$ cat config.mk
export PLATFORM = sky130hd
export DESIGN_NAME = ssifs_top
export DESIGN_NICKNAME = d
export VERILOG_FILES = /design/src/core/ssifs_pkg.sv /design/src/core/ssifs_top.sv
export SDC_FILE = /design/constraint.sdc
export NUM_CORES = 1
export LEC_CHECK = 0
export ABC_AREA = 0
export BUFFER_PORTS_ARGS = -buffer_cell sky130_fd_sc_hd__buf_2
export CAP_MARGIN = 20
export CORE_MARGIN = 2
export CORE_UTILIZATION = 33
export DETAILED_ROUTE_END_ITERATION = 16
export PLACE_DENSITY = 0.53
export SLEW_MARGIN = 0
export SYNTH_ARGS = -nofsm -noshare
export SYNTH_HDL_FRONTEND = slang
export SYNTH_SLANG_ARGS = --single-unit
export TNS_END_PERCENT = 5
$ cat constraint.sdc
create_clock -name aclk -period 2 [get_ports aclk]
set_input_delay 0 -clock aclk [delete_from_list [all_inputs] [get_ports aclk]]
set_output_delay 0 -clock aclk [all_outputs]
set_load 0.1 [all_outputs]
$ cat src/core/ssifs_pkg.sv
package ssifs_pkg;
  // ---------------------------------------------------------------
  // register byte addresses
  // ---------------------------------------------------------------
  localparam logic [7:0] ADDR_CTRL   = 8'h00;
  localparam logic [7:0] ADDR_STATUS = 8'h04;
  localparam logic [7:0] ADDR_RXDATA = 8'h08;
  localparam logic [7:0] ADDR_TXDATA = 8'h0C;
  localparam logic [7:0] ADDR_NULL   = 8'h10;
  localparam logic [7:0] ADDR_SLOTS  = 8'h14;
  // ---------------------------------------------------------------
  // reset values and responses
  // ---------------------------------------------------------------
  localparam logic [31:0] CTRL_RST   = 32'h0000_0000;
  localparam logic [4:0]  SLOTS_RST  = 5'h00;
  localparam logic [1:0]  RESP_OKAY  = 2'h0;
  localparam logic [1:0]  RESP_SLVERR = 2'h2;
  localparam int          SOFT_RST_BIT = 31;
  // ---------------------------------------------------------------
  // word lengths
  // ---------------------------------------------------------------
  localparam logic [4:0] WLEN_8  = 5'h08;
  localparam logic [4:0] WLEN_12 = 5'h0C;
  localparam logic [4:0] WLEN_16 = 5'h10;
  // ---------------------------------------------------------------
  // control register layout, bit 31 downward
  // ---------------------------------------------------------------
  typedef struct packed {
    logic       soft_reset;
    logic [4:0] rsvd_hi;
    logic       pc_one;
    logic       pc_zero;
    logic       rcv_data_irq_en;
    logic       xmit_data_irq_en;
    logic       rcv_error_irq_en;
    logic       xmit_error_irq_en;
    logic       rcv_enable;
    logic       xmit_on;
    logic [1:0] word_len_sel;
    logic       sync_polarity;
    logic       sync_early;
    logic       frame_sync_length_sel_hi;
    logic       frame_sync_length_sel_lo;
    logic [3:0] rsvd_mid;
    logic       lsb_first_sel;
    logic [2:0] rsvd_lo;
    logic       ctrl_pin_one_dir;
    logic       ctrl_pin_zero_dir;
    logic       network_mode;
    logic       common_clocking_sel;
  } ssifs_ctrl_type;
  // ---------------------------------------------------------------
  // status register layout
  // ---------------------------------------------------------------
  typedef struct packed {
    logic rcv_full_flag;
    logic xmit_empty_flag;
    logic rcv_overrun_flag;
    logic xmit_underrun_flag;
    logic rcv_first_slot_flag;
    logic xmit_first_slot_flag;
    logic input_flag_one;
    logic input_flag_zero;
  } ssifs_status_type;
endpackage

$ cat src/core/ssifs_top.sv
// Implementation choices: the register addresses and the AXI4-Lite slave port.
`timescale 1ns/10ps
// Overview of operation
// - sync length code: 00 word both, 01 tx bit, 10 bit both, 11 rx bit
// - shared clocking ignores the low sync length bit
// - early word sync leads first data bit by one bit clock
// - polarity bit set means low level marks frame start
// - status is eight read-only bits, upper bus bits zero
// - control pins caught on first bit, shown at word transfer
// - input flags need serial pin function, shared clocking, input direction
// - transmit first-slot flag set in slot zero, cleared otherwise
// - network word written in slot zero goes out in slot one
// - normal mode first-slot flags read one
// - receive first-slot flag tells a sync came during the word
// - slot with no new data sets underrun and resends old word
// - one slot per frame normally, up to 32 in network mode
// - underrun request when enabled; cleared by status read then write
// - overrun set when a word completes while receive data full
// - overrun request when enabled; cleared by status read then data read
// - empty set on shift load or null slot
// - empty cleared by data or null write, set by resets
// - full set on transfer, cleared by data read, with request
// - every reset clears input, slot, error and full flags
// - receive shifter starts on active sync, then runs for the word, lsb or msb first
// - transfer after 8, 12 or 16 bit clocks
// - shared clocking uses transmit clock and sync for both
// - received word left aligned, low bits zero
module ssifs_top #(
  parameter int DW = 16
) (
  input  wire logic        aclk,
  input  wire logic        aresetn,
  input  wire logic [7:0]  s_axi_awaddr,
  input  wire logic        s_axi_awvalid,
  output logic             s_axi_awready,
  input  wire logic [31:0] s_axi_wdata,
  input  wire logic [3:0]  s_axi_wstrb,
  input  wire logic        s_axi_wvalid,
  output logic             s_axi_wready,
  output logic [1:0]       s_axi_bresp,
  output logic             s_axi_bvalid,
  input  wire logic        s_axi_bready,
  input  wire logic [7:0]  s_axi_araddr,
  input  wire logic        s_axi_arvalid,
  output logic             s_axi_arready,
  output logic [31:0]      s_axi_rdata,
  output logic [1:0]       s_axi_rresp,
  output logic             s_axi_rvalid,
  input  wire logic        s_axi_rready,
  input  wire logic        xmit_clk_pin,
  input  wire logic        xmit_sync_pin,
  input  wire logic        rcv_clk_pin,
  input  wire logic        rcv_sync_pin,
  input  wire logic        serial_in_pin,
  input  wire logic        ctrl_pin_zero,
  input  wire logic        ctrl_pin_one,
  input  wire logic        stop_req,
  output logic             serial_out,
  output logic             serial_out_en_n,
  output logic             xmit_error_irq,
  output logic             rcv_error_irq,
  output logic             xmit_data_irq,
  output logic             rcv_data_irq
);
  // ---------------------------------------------------------------
  // helpers
  // ---------------------------------------------------------------
  function automatic logic [4:0] wlen(input logic [1:0] sel);
    wlen = (sel == 2'h0) ? ssifs_pkg::WLEN_8 :
           (sel == 2'h1) ? ssifs_pkg::WLEN_12 : ssifs_pkg::WLEN_16;
  endfunction
  // one-bit sync decode per direction
  function automatic logic one_bit(input logic tx, input logic hi, input logic lo);
    one_bit = tx ? (hi ^ lo) : hi;
  endfunction
  // left-aligned word to or from shifter order
  function automatic logic [DW-1:0] align(input logic [DW-1:0] v, input logic [4:0] n,
                                          input logic lsb, input logic to_left);
    logic [4:0] sh;
    sh = ssifs_pkg::WLEN_16 - n;
    if (lsb == to_left) begin
      align = v;
    end else if (to_left) begin
      align = v << sh;
    end else begin
      align = v >> sh;
    end
  endfunction
  // ---------------------------------------------------------------
  // pin synchronisers and edges
  // ---------------------------------------------------------------
  logic [7:0] pin_s1_r, pin_s2_r, pin_d_r;
  always_ff @(posedge aclk) begin
    pin_s1_r <= {stop_req, ctrl_pin_one, ctrl_pin_zero, serial_in_pin,
                 rcv_sync_pin, rcv_clk_pin, xmit_sync_pin, xmit_clk_pin};
    pin_s2_r <= pin_s1_r;
    pin_d_r  <= pin_s2_r;
  end
  ssifs_pkg::ssifs_ctrl_type ctrl_r;
  ssifs_pkg::ssifs_status_type st_r;
  logic [4:0]  slots_r;
  wire         ccs       = ctrl_r.common_clocking_sel;
  wire         net       = ctrl_r.network_mode;
  wire         lsb       = ctrl_r.lsb_first_sel;
  wire  [4:0]  len       = wlen(ctrl_r.word_len_sel);
  wire         fsl_lo    = ctrl_r.frame_sync_length_sel_lo & ~ccs;
  wire         tx_one    = one_bit(1'b1, ctrl_r.frame_sync_length_sel_hi, fsl_lo);
  wire         rx_one    = one_bit(1'b0, ctrl_r.frame_sync_length_sel_hi, fsl_lo);
  wire         rx_clk    = ccs ? pin_s2_r[0] : pin_s2_r[2];
  wire         rx_clk_d  = ccs ? pin_d_r[0] : pin_d_r[2];
  wire         rx_fs_raw = ccs ? pin_s2_r[1] : pin_s2_r[3];
  wire         tx_fs     = pin_s2_r[1] ^ ctrl_r.sync_polarity;
  wire         rx_fs     = rx_fs_raw ^ ctrl_r.sync_polarity;
  wire         tx_edge   = pin_s2_r[0] & ~pin_d_r[0];
  wire         rx_edge   = ~rx_clk & rx_clk_d;
  wire         loc_rst   = ctrl_r.soft_reset | pin_s2_r[7];
  // ---------------------------------------------------------------
  // register bus decode
  // ---------------------------------------------------------------
  logic        aw_have_r, w_have_r;
  logic [7:0]  aw_addr_r;
  logic [31:0] w_data_r;
  wire         wr_go   = aw_have_r & w_have_r & ~s_axi_bvalid;
  wire         wr_ctrl = wr_go & (aw_addr_r == ssifs_pkg::ADDR_CTRL);
  wire         wr_tx   = wr_go & (aw_addr_r == ssifs_pkg::ADDR_TXDATA);
  wire         wr_null = wr_go & (aw_addr_r == ssifs_pkg::ADDR_NULL);
  wire         wr_slot = wr_go & (aw_addr_r == ssifs_pkg::ADDR_SLOTS);
  wire         wr_ok   = wr_ctrl | wr_tx | wr_null | wr_slot;
  wire         rd_go   = s_axi_arvalid & s_axi_arready;
  wire         rd_st   = rd_go & (s_axi_araddr == ssifs_pkg::ADDR_STATUS);
  wire         rd_rx   = rd_go & (s_axi_araddr == ssifs_pkg::ADDR_RXDATA);
  wire         rd_ok   = rd_st | rd_rx | (s_axi_araddr == ssifs_pkg::ADDR_CTRL)
                         | (s_axi_araddr == ssifs_pkg::ADDR_SLOTS);
  logic [DW-1:0] rx_data_r, tx_data_r;
  wire         if0_en = ctrl_r.pc_zero & ccs & ~ctrl_r.ctrl_pin_zero_dir;
  wire         if1_en = ctrl_r.pc_one & ccs & ~ctrl_r.ctrl_pin_one_dir;
  ssifs_pkg::ssifs_status_type st_view;
  always_comb begin
    st_view = st_r;
    st_view.input_flag_zero = st_r.input_flag_zero & if0_en;
    st_view.input_flag_one  = st_r.input_flag_one & if1_en;
  end
  wire [31:0] rd_mux =
    (s_axi_araddr == ssifs_pkg::ADDR_CTRL)   ? 32'(ctrl_r) :
    (s_axi_araddr == ssifs_pkg::ADDR_STATUS) ? {24'h00_0000, st_view} :
    (s_axi_araddr == ssifs_pkg::ADDR_RXDATA) ? 32'(rx_data_r) :
    (s_axi_araddr == ssifs_pkg::ADDR_SLOTS)  ? {27'h000_0000, slots_r} : 32'h0000_0000;
  always_ff @(posedge aclk) begin
    if (!aresetn) begin
      aw_have_r <= 1'b0;
      w_have_r  <= 1'b0;
      aw_addr_r <= 8'h00;
      w_data_r  <= 32'h0000_0000;
      s_axi_bvalid <= 1'b0;
      s_axi_bresp  <= ssifs_pkg::RESP_OKAY;
      s_axi_rvalid <= 1'b0;
      s_axi_rdata  <= 32'h0000_0000;
      s_axi_rresp  <= ssifs_pkg::RESP_OKAY;
    end else begin
      if (s_axi_awvalid & s_axi_awready) begin
        aw_have_r <= 1'b1;
        aw_addr_r <= s_axi_awaddr;
      end else if (wr_go) begin
        aw_have_r <= 1'b0;
      end
      if (s_axi_wvalid & s_axi_wready) begin
        w_have_r <= 1'b1;
        w_data_r <= s_axi_wdata;
      end else if (wr_go) begin
        w_have_r <= 1'b0;
      end
      if (wr_go) begin
        s_axi_bvalid <= 1'b1;
        s_axi_bresp  <= wr_ok ? ssifs_pkg::RESP_OKAY : ssifs_pkg::RESP_SLVERR;
      end else if (s_axi_bready) begin
        s_axi_bvalid <= 1'b0;
      end
      if (rd_go) begin
        s_axi_rvalid <= 1'b1;
        s_axi_rdata  <= rd_mux;
        s_axi_rresp  <= rd_ok ? ssifs_pkg::RESP_OKAY : ssifs_pkg::RESP_SLVERR;
      end else if (s_axi_rready) begin
        s_axi_rvalid <= 1'b0;
      end
    end
  end
  assign s_axi_awready = ~aw_have_r;
  assign s_axi_wready  = ~w_have_r;
  assign s_axi_arready = ~s_axi_rvalid;
  // ---------------------------------------------------------------
  // control registers
  // ---------------------------------------------------------------
  always_ff @(posedge aclk) begin
    if (!aresetn) begin
      ctrl_r    <= ssifs_pkg::CTRL_RST;
      slots_r   <= ssifs_pkg::SLOTS_RST;
      tx_data_r <= '0;
    end else begin
      ctrl_r.soft_reset <= 1'b0;
      if (wr_ctrl) begin
        ctrl_r <= w_data_r & ~32'h7C00_0F70 | (32'h1 << ssifs_pkg::SOFT_RST_BIT) & w_data_r;
      end
      if (wr_slot) begin
        slots_r <= w_data_r[4:0];
      end
      if (wr_tx) begin
        tx_data_r <= w_data_r[DW-1:0];
      end
    end
  end
  // ---------------------------------------------------------------
  // receive path
  // ---------------------------------------------------------------
  logic          rx_busy_r, rx_arm_r, rx_seen_r, if0_cap_r, if1_cap_r;
  logic [4:0]    rx_cnt_r;
  logic [DW-1:0] rx_sr_r;
  wire           early_w  = ctrl_r.sync_early & ~rx_one;
  wire           rx_idle  = ~rx_busy_r & ~rx_arm_r;
  // early word sync arms, data next bit
  wire           rx_arm   = rx_edge & rx_idle & rx_fs & early_w;
  wire           rx_start = rx_arm_r | (rx_idle & rx_fs & ~early_w);
  wire           rx_take  = rx_edge & ctrl_r.rcv_enable & (rx_start | rx_busy_r);
  wire [DW-1:0]  rx_base  = (rx_cnt_r == 5'h00) ? '0 : rx_sr_r;
  wire [DW-1:0]  rx_sr_nxt = lsb ? {pin_s2_r[4], rx_base[DW-1:1]}
                                 : {rx_base[DW-2:0], pin_s2_r[4]};
  wire [4:0]     rx_cnt_nxt = rx_cnt_r + 5'h01;
  wire           rx_done  = rx_take & (rx_cnt_nxt == len);
  wire           rx_seen_nxt = ((rx_cnt_r == 5'h00) ? 1'b0 : rx_seen_r) | rx_fs | rx_arm_r;
  always_ff @(posedge aclk) begin
    if (!aresetn || loc_rst) begin
      rx_busy_r <= 1'b0;
      rx_arm_r  <= 1'b0;
      rx_seen_r <= 1'b0;
      rx_cnt_r  <= 5'h00;
      rx_sr_r   <= '0;
      if0_cap_r <= 1'b0;
      if1_cap_r <= 1'b0;
    end else if (rx_take) begin
      rx_arm_r  <= 1'b0;
      rx_sr_r   <= rx_sr_nxt;
      rx_seen_r <= rx_seen_nxt;
      if (rx_cnt_r == 5'h00) begin
        if0_cap_r <= pin_s2_r[5];
        if1_cap_r <= pin_s2_r[6];
      end
      rx_cnt_r  <= rx_done ? 5'h00 : rx_cnt_nxt;
      rx_busy_r <= ~rx_done | net;
    end else if (rx_arm) begin
      rx_arm_r <= 1'b1;
    end
  end
  // ---------------------------------------------------------------
  // transmit path
  // ---------------------------------------------------------------
  logic          tx_busy_r, tx_arm_r, tx_fs_d_r, null_pend_r;
  logic [4:0]    tx_cnt_r, slot_r;
  logic [DW-1:0] tx_sh_r;
  wire           tx_early = ctrl_r.sync_early & ~tx_one;
  wire           tx_new   = tx_fs & ~tx_fs_d_r;
  wire           tx_frame = tx_arm_r | (tx_new & ~tx_early);
  wire           tx_wend  = tx_busy_r & (tx_cnt_r == len - 5'h01);
  wire           tx_more  = net & (slot_r != slots_r);
  wire           tx_slot  = ctrl_r.xmit_on & tx_edge & (tx_frame | (tx_wend & tx_more));
  wire           tx_under = tx_slot & st_r.xmit_empty_flag;
  wire           tx_null  = tx_slot & ~st_r.xmit_empty_flag & null_pend_r;
  wire [DW-1:0]  tx_load  = align(tx_data_r, len, lsb, 1'b0);
  always_ff @(posedge aclk) begin
    if (!aresetn || loc_rst) begin
      tx_busy_r  <= 1'b0;
      tx_arm_r   <= 1'b0;
      tx_fs_d_r  <= 1'b0;
      tx_cnt_r   <= 5'h00;
      slot_r     <= 5'h00;
      tx_sh_r    <= '0;
      serial_out <= 1'b0;
      serial_out_en_n <= 1'b1;
    end else if (tx_edge) begin
      tx_fs_d_r <= tx_fs;
      tx_arm_r  <= ctrl_r.xmit_on & tx_new & tx_early;
      if (tx_slot) begin
        slot_r   <= tx_frame ? 5'h00 : slot_r + 5'h01;
        tx_busy_r <= 1'b1;
        tx_cnt_r <= 5'h00;
        tx_sh_r  <= lsb ? tx_load >> 1 : tx_load << 1;
        serial_out <= lsb ? tx_load[0] : tx_load[DW-1];
        serial_out_en_n <= tx_null;
      end else if (tx_busy_r) begin
        tx_cnt_r <= tx_cnt_r + 5'h01;
        tx_sh_r  <= lsb ? tx_sh_r >> 1 : tx_sh_r << 1;
        serial_out <= lsb ? tx_sh_r[0] : tx_sh_r[DW-1];
        if (tx_wend) begin
          tx_busy_r <= 1'b0;
          serial_out_en_n <= 1'b1;
        end
      end
    end else if (!tx_fs) begin
      // inactive sync rearms frame start while the bit clock stands still
      tx_fs_d_r <= 1'b0;
    end
  end
  // ---------------------------------------------------------------
  // status flags
  // ---------------------------------------------------------------
  logic tue_seen_r, roe_seen_r;
  wire  rx_clr = rd_rx;
  always_ff @(posedge aclk) begin
    if (!aresetn || loc_rst) begin
      st_r <= '0;
      st_r.xmit_empty_flag <= 1'b1;
      null_pend_r <= 1'b0;
      tue_seen_r  <= 1'b0;
      roe_seen_r  <= 1'b0;
      rx_data_r   <= '0;
    end else begin
      if (rd_st) begin
        tue_seen_r <= st_r.xmit_underrun_flag;
        roe_seen_r <= st_r.rcv_overrun_flag;
      end
      if (wr_tx | wr_null) begin
        st_r.xmit_empty_flag <= 1'b0;
        null_pend_r <= wr_null;
      end
      if ((wr_tx | wr_null) & tue_seen_r) begin
        st_r.xmit_underrun_flag <= 1'b0;
        tue_seen_r <= 1'b0;
      end
      if (rx_clr) begin
        st_r.rcv_full_flag <= 1'b0;
      end
      if (rx_clr & roe_seen_r) begin
        st_r.rcv_overrun_flag <= 1'b0;
        roe_seen_r <= 1'b0;
      end
      if (tx_slot) begin
        st_r.xmit_empty_flag <= 1'b1;
        null_pend_r <= 1'b0;
        st_r.xmit_first_slot_flag <= tx_frame | ~net;
      end
      if (tx_under) begin
        st_r.xmit_underrun_flag <= 1'b1;
      end
      if (rx_done) begin
        rx_data_r <= align(rx_sr_nxt, len, lsb, 1'b1);
        st_r.rcv_full_flag <= 1'b1;
        if (st_r.rcv_full_flag & ~rx_clr) begin
          st_r.rcv_overrun_flag <= 1'b1;
        end
        st_r.rcv_first_slot_flag <= rx_seen_nxt | ~net;
        st_r.input_flag_zero <= if0_cap_r;
        st_r.input_flag_one  <= if1_cap_r;
      end
    end
  end
  // ---------------------------------------------------------------
  // request outputs
  // ---------------------------------------------------------------
  always_ff @(posedge aclk) begin
    if (!aresetn) begin
      xmit_error_irq <= 1'b0;
      rcv_error_irq  <= 1'b0;
      xmit_data_irq  <= 1'b0;
      rcv_data_irq   <= 1'b0;
    end else begin
      xmit_error_irq <= ctrl_r.xmit_error_irq_en & st_r.xmit_underrun_flag;
      rcv_error_irq  <= ctrl_r.rcv_error_irq_en & st_r.rcv_overrun_flag;
      xmit_data_irq  <= ctrl_r.xmit_data_irq_en & st_r.xmit_empty_flag;
      rcv_data_irq   <= ctrl_r.rcv_data_irq_en & st_r.rcv_full_flag;
    end
  end
endmodule

After elaboration in Yosys (flattened, before gate mapping). Cells that the tools add are included.

Add/sub/neg operators: 5. Equal/unequal tests: 11. Shifts and indexed selects: 2. Muxes and demuxes: 50. Bitwise gates (word level): 91. Reductions and logical operators: 23.

Operator list (number): 16-bit two-way mux (10); 1-bit AND (50); 5-bit two-way mux (7); 32-bit two-way mux (1); 32-bit bitwise OR (1); 1-bit two-way mux (30); 8-bit by 5-bit equality test with 1-bit output, second input constant (3); 1-bit NOT (20); 1-bit bitwise OR (17); 8-bit by 4-bit equality test with 1-bit output, second input constant (2); 8-bit zero test (2); 2-bit nonzero test (8); 16-bit by 5-bit << shifter with 16-bit output (1); 16-bit by 5-bit right shift with 16-bit output (1); 5-bit by 1-bit adder with 5-bit output, second input constant (3); 5-bit equality test (2); 8-bit by 3-bit equality test with 1-bit output, second input constant (1); 2-bit AND reduction (4); 2-bit OR reduction (4); 5-bit zero test (1); 5-bit inequality test (1); 5-bit by 1-bit subtractor with 5-bit output, second input constant (1); 5-bit subtractor, first input constant (1); 2-bit two-way mux (2); other kinds (7) (9).

Bits in registers: 240. Input bits: 67. Output and inout bits: 47. Word-level logic and storage cells: 249.

Longest topological paths before layout. Gate-level depths: netlist (run 1).

Depth after elaboration: 13. Gate-level depth with buffers: 9. Gate-level depth less buffers: 8.

Worst setup path after synthesis (run 1). OpenSTA, ideal clock, no wires.

Path kind: reg2reg. From: reg s_axi_rvalid. To: reg s_axi_rdata[12]. Library setup time: 0.076 ns. Data arrival time: 2.709 ns. Required time: 1.924 ns. Path slack: -0.785 ns. Cell stages (with the launch flop): 7. Path buffers: 2. Period minus slack after synthesis: 2.785 ns. Path through: dfxtp_1 > inv_1 > nand2_1 > clkbuf_1 > clkbuf_1 > nand2_1 > a21boi_0.

Cells in the longest elaborated chain, start to end: 2.

Ends and longest elaborated chain: from (decl) (line ssifs_top.sv:48) `output logic s_axi_rvalid,`; from (signal assigned) (line ssifs_top.sv:156) `s_axi_rvalid <= 1'b0;`; from (signal assigned) (line ssifs_top.sv:179) `s_axi_rvalid <= 1'b1;`; from (signal assigned) (line ssifs_top.sv:183) `s_axi_rvalid <= 1'b0;`; 1-bit NOT (line ssifs_top.sv:189) `assign s_axi_arready = ~s_axi_rvalid;`; named net s_axi_arready (line ssifs_top.sv:45) `output logic s_axi_arready,`; 1-bit AND (line ssifs_top.sv:129) `wire rd_go = s_axi_arvalid & s_axi_arready;`; to (signal assigned) (line ssifs_top.sv:180) `s_axi_rdata <= rd_mux;`; to (decl) (line ssifs_top.sv:46) `output logic [31:0] s_axi_rdata,`.

The timed path passes the listed nets, and every way through them passes these cells. A chain may end at the register's enable or synchronous reset.

Worst setup path after layout (run 1).
From: reg rx_cnt_r[0]. To: reg rx_data_r[14].

Cells in the longest elaborated chain, start to end: 5. Elaborated cells between the ends (all ways): 8. Classes of those cells: add/sub (1); eq/ne (1); shift (1); mux (3); bitwise (1); reduce/logical (1).

Ends and longest elaborated chain: from (decl) (line ssifs_top.sv:215) `logic [4:0] rx_cnt_r;`; from (signal assigned) (line ssifs_top.sv:246) `rx_cnt_r <= rx_done ? 5'h00 : rx_cnt_nxt;`; 5-bit zero test (line ssifs_top.sv:223) `wire [DW-1:0] rx_base = (rx_cnt_r == 5'h00) ? '0 : rx_sr_r;`; 16-bit two-way mux (line ssifs_top.sv:223); 16-bit two-way mux (line ssifs_top.sv:224) `wire [DW-1:0] rx_sr_nxt = lsb ? {pin_s2_r[4], rx_base[DW-1:1]}`; 16-bit by 5-bit << shifter with 16-bit output (line ssifs_top.sv:84) `align = v << sh;`; 16-bit two-way mux (line ssifs_top.sv:81) `if (lsb == to_left) begin`; to (signal assigned) (line ssifs_top.sv:343) `rx_data_r <= align(rx_sr_nxt, len, lsb, 1'b1);`; to (decl) (line ssifs_top.sv:134) `logic [DW-1:0] rx_data_r, tx_data_r;`.

Parallel ways exist; a longest one is shown, timed or not.

==> results of run 1 <==
-- per-layer routing --
layer,wire length [um],global-route usage [%],vias to the layer above
met5,0,0,-
met1,13560,25.66,4040
li1,-,-,4343
met4,562,4.444,0
met2,12810,29.30,204
met3,1155,2.089,40
-- metrics by stage --
step           hold slack, ns  total power, mW  instances
4_1_cts               0.09578            9.615       1741
6_report               0.1181            9.489       1742
3_3_place_gp           0.1029            5.137       1638
2_1_floorplan         0.02772            4.932       1142
5_1_grt                0.1047            9.851       1742
3_5_place_dp           0.1036            5.139       1638
-- worst max-delay path, stage by stage, from the launching register on --
cell and delay, ns:
dfxtp_4 0.37, ha_4 0.15, nand3_4 0.09, xnor2_2 0.16, or3_4 0.43, a211o_4 0.39, or3_4 0.35, a21oi_2 0.11
-- cell usage in the layout, fill, tap and decap left out, types with 8 or more instances in the layout --
master and instances:
nor2_1 79, a22oi_1 8, and3_1 15, a221o_1 12
a21oi_1 58, dfxtp_1 207, clkbuf_8 8, buf_2 97
dlygate4sd3_1 56, a211oi_1 9, o21ai_0 33, mux2i_1 66
nand2_1 237, buf_4 95, a21boi_0 68, xnor2_1 11
nand3_1 25, a31oi_1 10, inv_1 14, nor3_1 24
nor2b_1 24, clkbuf_16 25
-- logic make-up after synthesis --
family,count (synthesis)
buffers and inverters,102
and+or+nand+nor,468
other,1
muxes,67
AOI/OAI and AO/OA,260
xor gates and xnor gates,18
DFF,215
adders and majority gates,5
-- power breakdown --
| group | total [mW] | switching [mW] | internal [mW] |
|---|---|---|---|
| Clock | 4.36 | 1.77 | 2.59 |
| Sequential | 4.42 | 0.0635 | 4.36 |
| Combinational | 0.705 | 0.440 | 0.265 |
-- sequential cells by signal, summed over array words and instances, names as in the netlist, 8 cells and up --
| name | count |
|---|---|
| aw_addr_r | 8 |
| w_data_r | 27 |
| rx_sr_r | 16 |
| pin_s2_r | 8 |
| pin_s1_r | 8 |
| ctrl_r | 16 |
| rx_data_r | 16 |
| s_axi_rdata | 27 |
| tx_data_r | 16 |
| tx_sh_r | 16 |
| st_r | 8 |
-- worst max-delay path by stage --
stage                      startpoint            end  slack, ns  depth (start not counted)
after floorplan           rx_cnt_r[1]  rx_data_r[10]      -0.06                          8
after global placement    rx_cnt_r[0]  rx_data_r[14]      -0.15                          7
after detailed placement  rx_cnt_r[0]  rx_data_r[14]      -0.17                          7
after CTS                 rx_cnt_r[1]  rx_data_r[14]      -0.11                          7
after global routing      rx_cnt_r[0]  rx_data_r[14]      -0.17                          7
final                     rx_cnt_r[0]  rx_data_r[14]      -0.11                          7
-- area by class of cell --
| cell class | count | area (um2) | share of cell area, % |
|---|---|---|---|
| tap | 384 | 480.5 | 3.803 |
| multi-input combinational | 826 | 5066 | 40.11 |
| timing repair buffer | 256 | 1903 | 15.07 |
| sequential | 215 | 4324 | 34.23 |
| clock inverter | 6 | 36.28 | 0.2872 |
| clock buffer | 39 | 758.2 | 6.002 |
| inverter | 16 | 63.81 | 0.5052 |
-- timing repair --
item                       4_1_cts  5_1_grt
cloned                           1        0
setup endpoints to repair       41       72
pin swaps                        3       11
hold buffers                    57        0
setup buffers                    0        1
resized for setup               11       28
hold endpoints to repair        55        0
==> results.py, run 1 <==
metrics = {
    "global_routing": {
        "grt_overflow_total": 0,
        "antenna_found_initial": 0,
        "grt_max_degree": 96,
        "grt_pass1_vias": 8228,
        "track_usage_pct": 18.09,
        "grt_pass1_wl_mm": 44.95,
    },
    "run_status": {
        "status": "finished, violations left",
        "failed_checks": "negative setup slack",
    },
    "sta": {
        "fmaxAchievable_mhz": 473.9,
        "rsz0062_at_grt": "true",
        "setup_viol": 14,
        "period_minus_slack_ns": 2.110,
        "tns_ns": -0.2639,
        "hold_viol": 0,
        "setup_ws_ns": -0.1103,
        "tightest_slew_ns": 0.5686,
        "max-slew-margin-rel_pct": 62.10,
        "clock_skew_ns": 0.008363,
        "timing.final.crit_share_pct": 105.5,
        "finalMaxSlewViolations": 0,
    },
    "setup_path": {
        "rrSetupSlack_ns": -0.11,
        "r2r_cells": 7,
        "start_kind": "flop",
        "timing.rr.end": "rx_data_r[14]",
        "critPathKind": "reg -> reg",
        "required_ns": 2.46,
        "end_kind": "flop",
        "crit_arrival_ns": 2.57,
        "r2r-start": "rx_cnt_r[0]",
        "cp_max_fo": 6,
    },
    "placed_design": {
        "placed_area_um2": 11100,
        "dp_hpwl_mm": 19.83,
        "portBuffers": 97,
        "place_congestion": 0.8230,
        "dp_slack_ns": -0.1719,
    },
    "yosys": {
        "synth_mux_area_share_pct": 6.957,
        "synth.most_common_cell": "nand2_1",
        "ys_ff_latch": 215,
        "synth_commonest_cells": "nand2_1, dfxtp_1, nor2_1, a21boi_0, mux2i_1",
        "synth-adder-area-share_pct": 0.6478,
        "synth_cells": 1136,
        "yosys.area.top_type": "dfxtp_1",
        "synth-xor-area-share_pct": 1.632,
        "yosysSeqAreaShare_pct": 44.57,
        "synth.avg_cell_area_um2": 8.502,
        "synth_top_area_share_pct": 44.57,
        "yosys.area_share.simple_pct": 22.43,
        "synth_ff_type": "dfxtp_1",
        "synth_compound_area_share_pct": 18.86,
        "syn_area_um2": 9658,
        "synth_top_family_by_area": "simple AND/OR/NAND/NOR gates",
        "synthArstFlopShare_pct": 0,
        "ys_warn_count": 0,
        "ys_types": 71,
        "synth-edff-count": 0,
        "netlist_top_cells_area": "dfxtp_1, nand2_1, mux2i_1",
    },
    "floorplan": {
        "ioPinCount": 114,
        "coreArea_um2": 28780,
        "num_rows": 62,
        "die_y_um": 175.1,
        "initial_utilization_pct": 33.56,
        "die_area_um2": 30650,
        "die_w_um": 175.1,
    },
    "min_path": {
        "hold_path_class": "in -> reg",
        "min_to": "pin_s1_r[7]",
        "min_from": "stop_req",
        "whs_path_depth": 2,
    },
    "power": {
        "power.leakage_nw": 4.787,
        "vdd_ir_drop_max_mv": 0.5217,
        "p_per_area_nw_per_um2": 751.2,
    },
    "routing": {
        "finalWirelength_mm": 28.09,
        "drt-wirelength-per-cell_um": 16.13,
        "dr.pass1.iters": 6,
        "vias_per_cell": 4.952,
        "drt.antenna.violating_nets": 0,
        "drc": 0,
        "first_iter_violations": 582,
        "dr_total_vias": 8627,
    },
    "finish": {
        "num_antenna_cells": 0,
        "layout-drive-gt1-share_pct": 21.06,
        "layout.nets": 1412,
        "fin_area_um2": 12630,
        "postLayoutCoreUtil_pct": 43.89,
        "syn_to_final_growth_pct": 30.79,
        "fillers": 2852,
    },
    "clock_network": {
        "clk_pin_slew_worst_paths_ns": 0.06,
        "root_buffer": "clkbuf_16",
        "clockBufferDepth": 3,
        "clk_latency_ns": 0.52,
        "h-tree-depth": 1,
        "cts_tree": "done",
        "numCtsBuffers": 25,
        "cts_sinks": 215,
    },
    "job": {
        "drv_cap": 0,
    },
}
Note: power is estimated with default switching activity, not from simulation.
==> run 2, diff against run 1 <==
--- a/config.mk
+++ b/config.mk
@@ -8,7 +8,6 @@
 export ABC_AREA = 0
 export BUFFER_PORTS_ARGS = -buffer_cell sky130_fd_sc_hd__buf_2
 export CAP_MARGIN = 20
-export CORE_MARGIN = 2
 export CORE_UTILIZATION = 33
 export DETAILED_ROUTE_END_ITERATION = 16
 export PLACE_DENSITY = 0.53
==> run 2 against run 1 <==
Net effect:
- the run still ends with negative setup slack left
- worst hold slack about the same
- critical path depth did not move
- routed wire length about the same
- largest cell class unchanged
- sequential share of layout area shrank 0.39 points
- critical endpoint unchanged
- register-to-register slack about the same
- worst setup slack improved by 0.013 ns
- clock-buffer cell count is 2 lower
- highest routed layer unchanged
- non-clock buffer count up 6
- flip-flop and latch count did not move
- utilization rose by 0.55 points
==> results.py, run 2 (synthesized netlist as in run 1, its figures left out) <==
metrics = {
    "run_status": {
        "status": "finished, violations left",
        "failed_checks": "negative setup slack",
    },
    "finish": {
        "fin_cells": 1747,
        "reg_top3": "s_axi_rdata (27), w_data_r (27)",
        "layout.nets": 1418,
        "syn_to_final_growth_pct": 32.43,
        "num_antenna_cells": 0,
        "postLayoutCoreUtil_pct": 44.44,
        "mostFrequentLayoutCell": "nand2_1",
        "layout_common_cells": "nand2_1, dfxtp_1, buf_2, buf_4, nor2_1",
        "layout-drive-gt1-share_pct": 22.01,
        "fin_area_um2": 12790,
    },
    "setup_path": {
        "critPathKind": "reg -> reg",
        "critical_path.top_delay_family": "simple AND/OR/NAND/NOR gates",
        "required_ns": 2.44,
        "start_kind": "flop",
        "end_kind": "flop",
        "cpMaxStageDelayCell": "or3_4",
        "cpPeakStageDelay_ns": 0.41,
        "crit_arrival_ns": 2.54,
        "rrSetupSlack_ns": -0.1,
        "cp_cell_sequence": "ha_4 -> nand3_4 -> xnor2_2 -> or3_4 -> a211o_4 -> or3_1 -> a21oi_1",
        "cp_num_buf_inv": 0,
        "cp_max_fo": 9,
    },
    "clock_network": {
        "clk_pin_slew_worst_paths_ns": 0.06,
        "h-tree-depth": 1,
        "clk_latency_ns": 0.52,
        "cts_sinks": 215,
        "clockBufferDepth": 3,
        "numCtsBuffers": 25,
        "root_buffer": "clkbuf_16",
        "cts_tree": "done",
    },
    "sta": {
        "period_minus_slack_ns": 2.098,
        "fmaxAchievable_mhz": 476.7,
        "fin_hold_ws_ns": 0.1176,
        "clock_skew_ns": 0.01441,
        "setup_ws_ns": -0.09767,
        "finalMaxSlewViolations": 0,
        "rsz0062_at_grt": "true",
        "tns_ns": -0.8423,
        "timing.final.crit_share_pct": 104.9,
        "tightest_slew_ns": 0.7447,
        "max-slew-margin-rel_pct": 50.35,
        "setup_viol": 18,
        "hold_viol": 0,
    },
    "global_routing": {
        "grt_overflow_total": 0,
        "antenna_found_initial": 0,
        "track_usage_pct": 18.65,
        "grt_max_degree": 91,
        "grt_pass1_wl_mm": 45.63,
        "grt_pass1_vias": 8419,
    },
    "placed_design": {
        "place_congestion": 0.8589,
        "dp_slack_ns": -0.1944,
        "dp_hpwl_mm": 19.81,
        "portBuffers": 97,
        "placed_area_um2": 11070,
        "dp_cells": 1636,
    },
    "min_path": {
        "hold_path_class": "in -> reg",
    },
    "routing": {
        "dr_total_vias": 8675,
        "drt-wirelength-per-cell_um": 16.07,
        "drt.antenna.violating_nets": 0,
        "vias_per_cell": 4.966,
        "first_iter_violations": 604,
        "dr.pass1.iters": 5,
        "drc": 0,
        "finalWirelength_mm": 28.08,
    },
    "power": {
        "p_per_area_nw_per_um2": 749.4,
        "p_total_mw": 9.585,
        "vdd_ir_drop_max_mv": 0.6193,
        "power.leakage_nw": 4.852,
    },
    "floorplan": {
        "die_w_um": 173.1,
        "die_y_um": 173.1,
        "num_rows": 62,
        "coreArea_um2": 28780,
        "initial_utilization_pct": 33.56,
        "die_area_um2": 29960,
        "ioPinCount": 114,
    },
    "job": {
        "drv_cap": 0,
    },
}
run 2: path summary, 6_finish.rpt:
check              start       endpoint  cells past startpoint
min reg2reg  pin_s1_r[4]    pin_s2_r[4]                      0
max          rx_cnt_r[0]  rx_data_r[14]                      7
max reg2reg  rx_cnt_r[0]  rx_data_r[14]                      7
min             stop_req    pin_s1_r[7]                      2
run 2: area by class of cell:
type,instances,area (um2)
clock buffers,37,710.7
repair buffers,262,1982
well taps,384,480.5
fillers,2804,15990
clock inverters,7,92.59
multi-input cells,826,5132
inverters,16,63.81
flip-flops and latches,215,4328
run 2: layer usage:
metal | GRT usage (%) | wire, um | up-vias
met5 | 0 | 0 | -
met4 | 4.978 | 639 | 0
met3 | 2.617 | 1090 | 37
met2 | 30.53 | 13020 | 180
met1 | 25.62 | 13340 | 4086
li1 | - | - | 4372
run 2: power breakdown:
part           total, mW  internal, mW  switching (mW)
Combinational      0.701         0.266           0.436
Clock               4.46          2.71            1.75
Sequential          4.42          4.36          0.0653
run 2: what timing repair did:
| action | 4_1_cts | 5_1_grt |
|---|---|---|
| endpoints found under the setup margin | 49 | 73 |
| pin swaps | 20 | 11 |
| buffers inserted | 6 | 2 |
| hold buffers | 57 | 0 |
| cloned | 2 | 0 |
| resized for setup | 37 | 25 |
| hold endpoints to repair | 58 | 0 |
==> run 3, diff against run 2 <==
--- a/config.mk
+++ b/config.mk
@@ -10,7 +10,6 @@
 export CAP_MARGIN = 20
 export CORE_UTILIZATION = 33
 export DETAILED_ROUTE_END_ITERATION = 16
-export PLACE_DENSITY = 0.53
 export SLEW_MARGIN = 0
 export SYNTH_ARGS = -nofsm -noshare
 export SYNTH_HDL_FRONTEND = slang
==> run 3 against run 2 <==
Net effect:
- the flow still finishes with violations (negative setup slack)
- die area unchanged
- clock skew down 0.0018 ns
- cell count down 2.1%
- utilization down 1.7 points
- power down 5.0%
- critical endpoint is now rx_data_r[9]
- register-to-register slack better by 0.03 ns
- via count down 1.1%
- global-route usage down 0.88 points
- combinational power up 0.7%
==> results.py, run 3 (synthesized netlist as in run 1, its figures left out) <==
metrics = {
    "global_routing": {
        "grt_pass1_wl_mm": 43.49,
        "grt_overflow_total": 0,
        "track_usage_pct": 17.77,
        "grt_max_degree": 102,
        "grt_pass1_vias": 8244,
        "antenna_found_initial": 0,
    },
    "setup_path": {
        "cpPeakStageDelay_ns": 0.40,
        "critical_path.top_delay_family": "compound AO/OA/AOI/OAI gates",
        "r2r_cells": 7,
        "crit_arrival_ns": 2.48,
        "cp.depth": 7,
        "cp_cell_sequence": "ha_4 -> nand3_4 -> xnor2_2 -> or3_4 -> a211o_4 -> buf_4 -> a32o_1",
        "cp_max_fo": 8,
        "cpMaxStageDelayCell": "or3_4",
        "cp_num_buf_inv": 1,
        "critPathKind": "reg -> reg",
        "start_kind": "flop",
        "required_ns": 2.40,
        "end_kind": "flop",
    },
    "placed_design": {
        "place_congestion": 0.8814,
        "placed_area_um2": 10930,
        "dp_hpwl_mm": 18.95,
        "portBuffers": 97,
    },
    "power": {
        "p_per_area_nw_per_um2": 740.1,
        "power.leakage_nw": 4.601,
        "p_total_mw": 9.109,
        "vdd_ir_drop_max_mv": 0.5473,
    },
    "finish": {
        "fillers": 2861,
        "fin_area_um2": 12310,
        "register_area_um2": 4319,
        "layout-drive-gt1-share_pct": 18.78,
        "reg_top3": "s_axi_rdata (27), w_data_r (27)",
        "layout.nets": 1389,
        "layout_common_cells": "nand2_1, dfxtp_1, buf_2, nor2_1, buf_4",
        "syn_to_final_growth_pct": 27.44,
        "multi_input_area_um2": 5027,
        "num_antenna_cells": 0,
        "mostFrequentLayoutCell": "nand2_1",
    },
    "clock_network": {
        "root_buffer": "clkbuf_16",
        "numCtsBuffers": 24,
        "cts_sinks": 215,
        "clockBufferDepth": 3,
        "clk_latency_ns": 0.52,
        "post_cts_buffers": 0,
        "h-tree-depth": 1,
        "cts_tree": "done",
        "clk_pin_slew_worst_paths_ns": 0.06,
    },
    "routing": {
        "dr.pass1.iters": 5,
        "finalWirelength_mm": 27.21,
        "first_iter_violations": 558,
        "vias_per_cell": 5.016,
        "drc": 0,
        "dr_total_vias": 8577,
        "drt-wirelength-per-cell_um": 15.91,
        "drt.antenna.violating_nets": 0,
    },
    "sta": {
        "tightest_slew_ns": 0.5274,
        "setup_ws_ns": -0.07024,
        "clock_skew_ns": 0.01264,
        "rsz0062_at_grt": "true",
        "finalMaxSlewViolations": 0,
        "hold_viol": 0,
        "tns_ns": -0.2842,
        "setup_viol": 7,
        "period_minus_slack_ns": 2.070,
        "max-slew-margin-rel_pct": 64.81,
        "fmaxAchievable_mhz": 483.0,
        "timing.final.crit_share_pct": 103.5,
    },
    "job": {
        "drv_cap": 0,
    },
    "floorplan": {
        "die_y_um": 173.1,
        "num_rows": 62,
        "die_w_um": 173.1,
        "die_area_um2": 29960,
        "coreArea_um2": 28780,
        "ioPinCount": 114,
        "initial_utilization_pct": 33.56,
    },
    "run_status": {
        "failed_checks": "negative setup slack",
        "status": "finished, violations left",
    },
    "min_path": {
        "whs_path_depth": 2,
        "hold_path_class": "in -> reg",
    },
}
==> run 3: cell types whose count changed in the layout (fill, tap and decap cells not counted), moves of 4 or more <==
cell     previous run  this run
buf_4              92        74
buf_6              10         1
dfxtp_1           204       209
dfxtp_2             7         3
==> run 3: path summary, 6_finish.rpt <==
path / slack, ns / start / endpoint
max: -0.07 / rx_cnt_r[1] / rx_data_r[9]
min: 0.13 / serial_in_pin / pin_s1_r[4]
max reg2reg: -0.07 / rx_cnt_r[1] / rx_data_r[9]
min reg2reg: 0.33 / pin_s1_r[4] / pin_s2_r[4]
==> run 3: power by group <==
part           internal [mW]  switching (mW)  total (mW)
registers               4.36          0.0626        4.42
logic                  0.262           0.443       0.706
clock network           2.31            1.67        3.98
==> run 3: per-layer routing <==
layer  global-route usage, %  part of all wire (%)  vias to the layer above
met1                   23.73                    46                     4055
met5                       0                     0                        -
met2                   30.41                    48                      206
met3                   2.199                   4.3                       35
li1                        -                     -                     4281
met4                   4.130                   1.8                        0
==> run 3: what timing repair did <==
action,CTS,global route
pin swaps,2,3
gates resized for setup,11,18
cloned,0,1
hold buffers,57,0
hold endpoints to repair,51,0
endpoints found under the setup margin,39,67
==> run 3: area by class of cell <==
type | count | area share (%)
Clock buffer | 33 | 5.489
Clock inverter | 2 | 0.08133
Tap cell | 384 | 3.904
Sequential cell | 215 | 35.09
Inverter | 16 | 0.5489
Multi-Input combinational cell | 825 | 40.85
Timing Repair Buffer | 235 | 14.04
==> run 3: worst register-to-register path, stage by stage, from the launching register on <==
cell     delay [ns]
dfxtp_4        0.37
ha_4           0.15
nand3_4        0.08
xnor2_2        0.16
or3_4          0.40
a211o_4        0.39
buf_4          0.16
a32o_1         0.25
==> run 3: per-stage QoR <==
step | util [%] | cells | worst slack, ns | hold slack, ns
floorplan | - | 1142 | -0.05551 | 0.02772
global placement | 37.97 | 1617 | -0.1286 | 0.1043
detailed placement | 37.97 | 1617 | -0.1288 | 0.1068
CTS | 42.55 | 1709 | -0.05932 | 0.1161
global route | 42.77 | 1710 | -0.1394 | 0.1205
finish | 42.77 | 1710 | -0.07024 | 0.1267
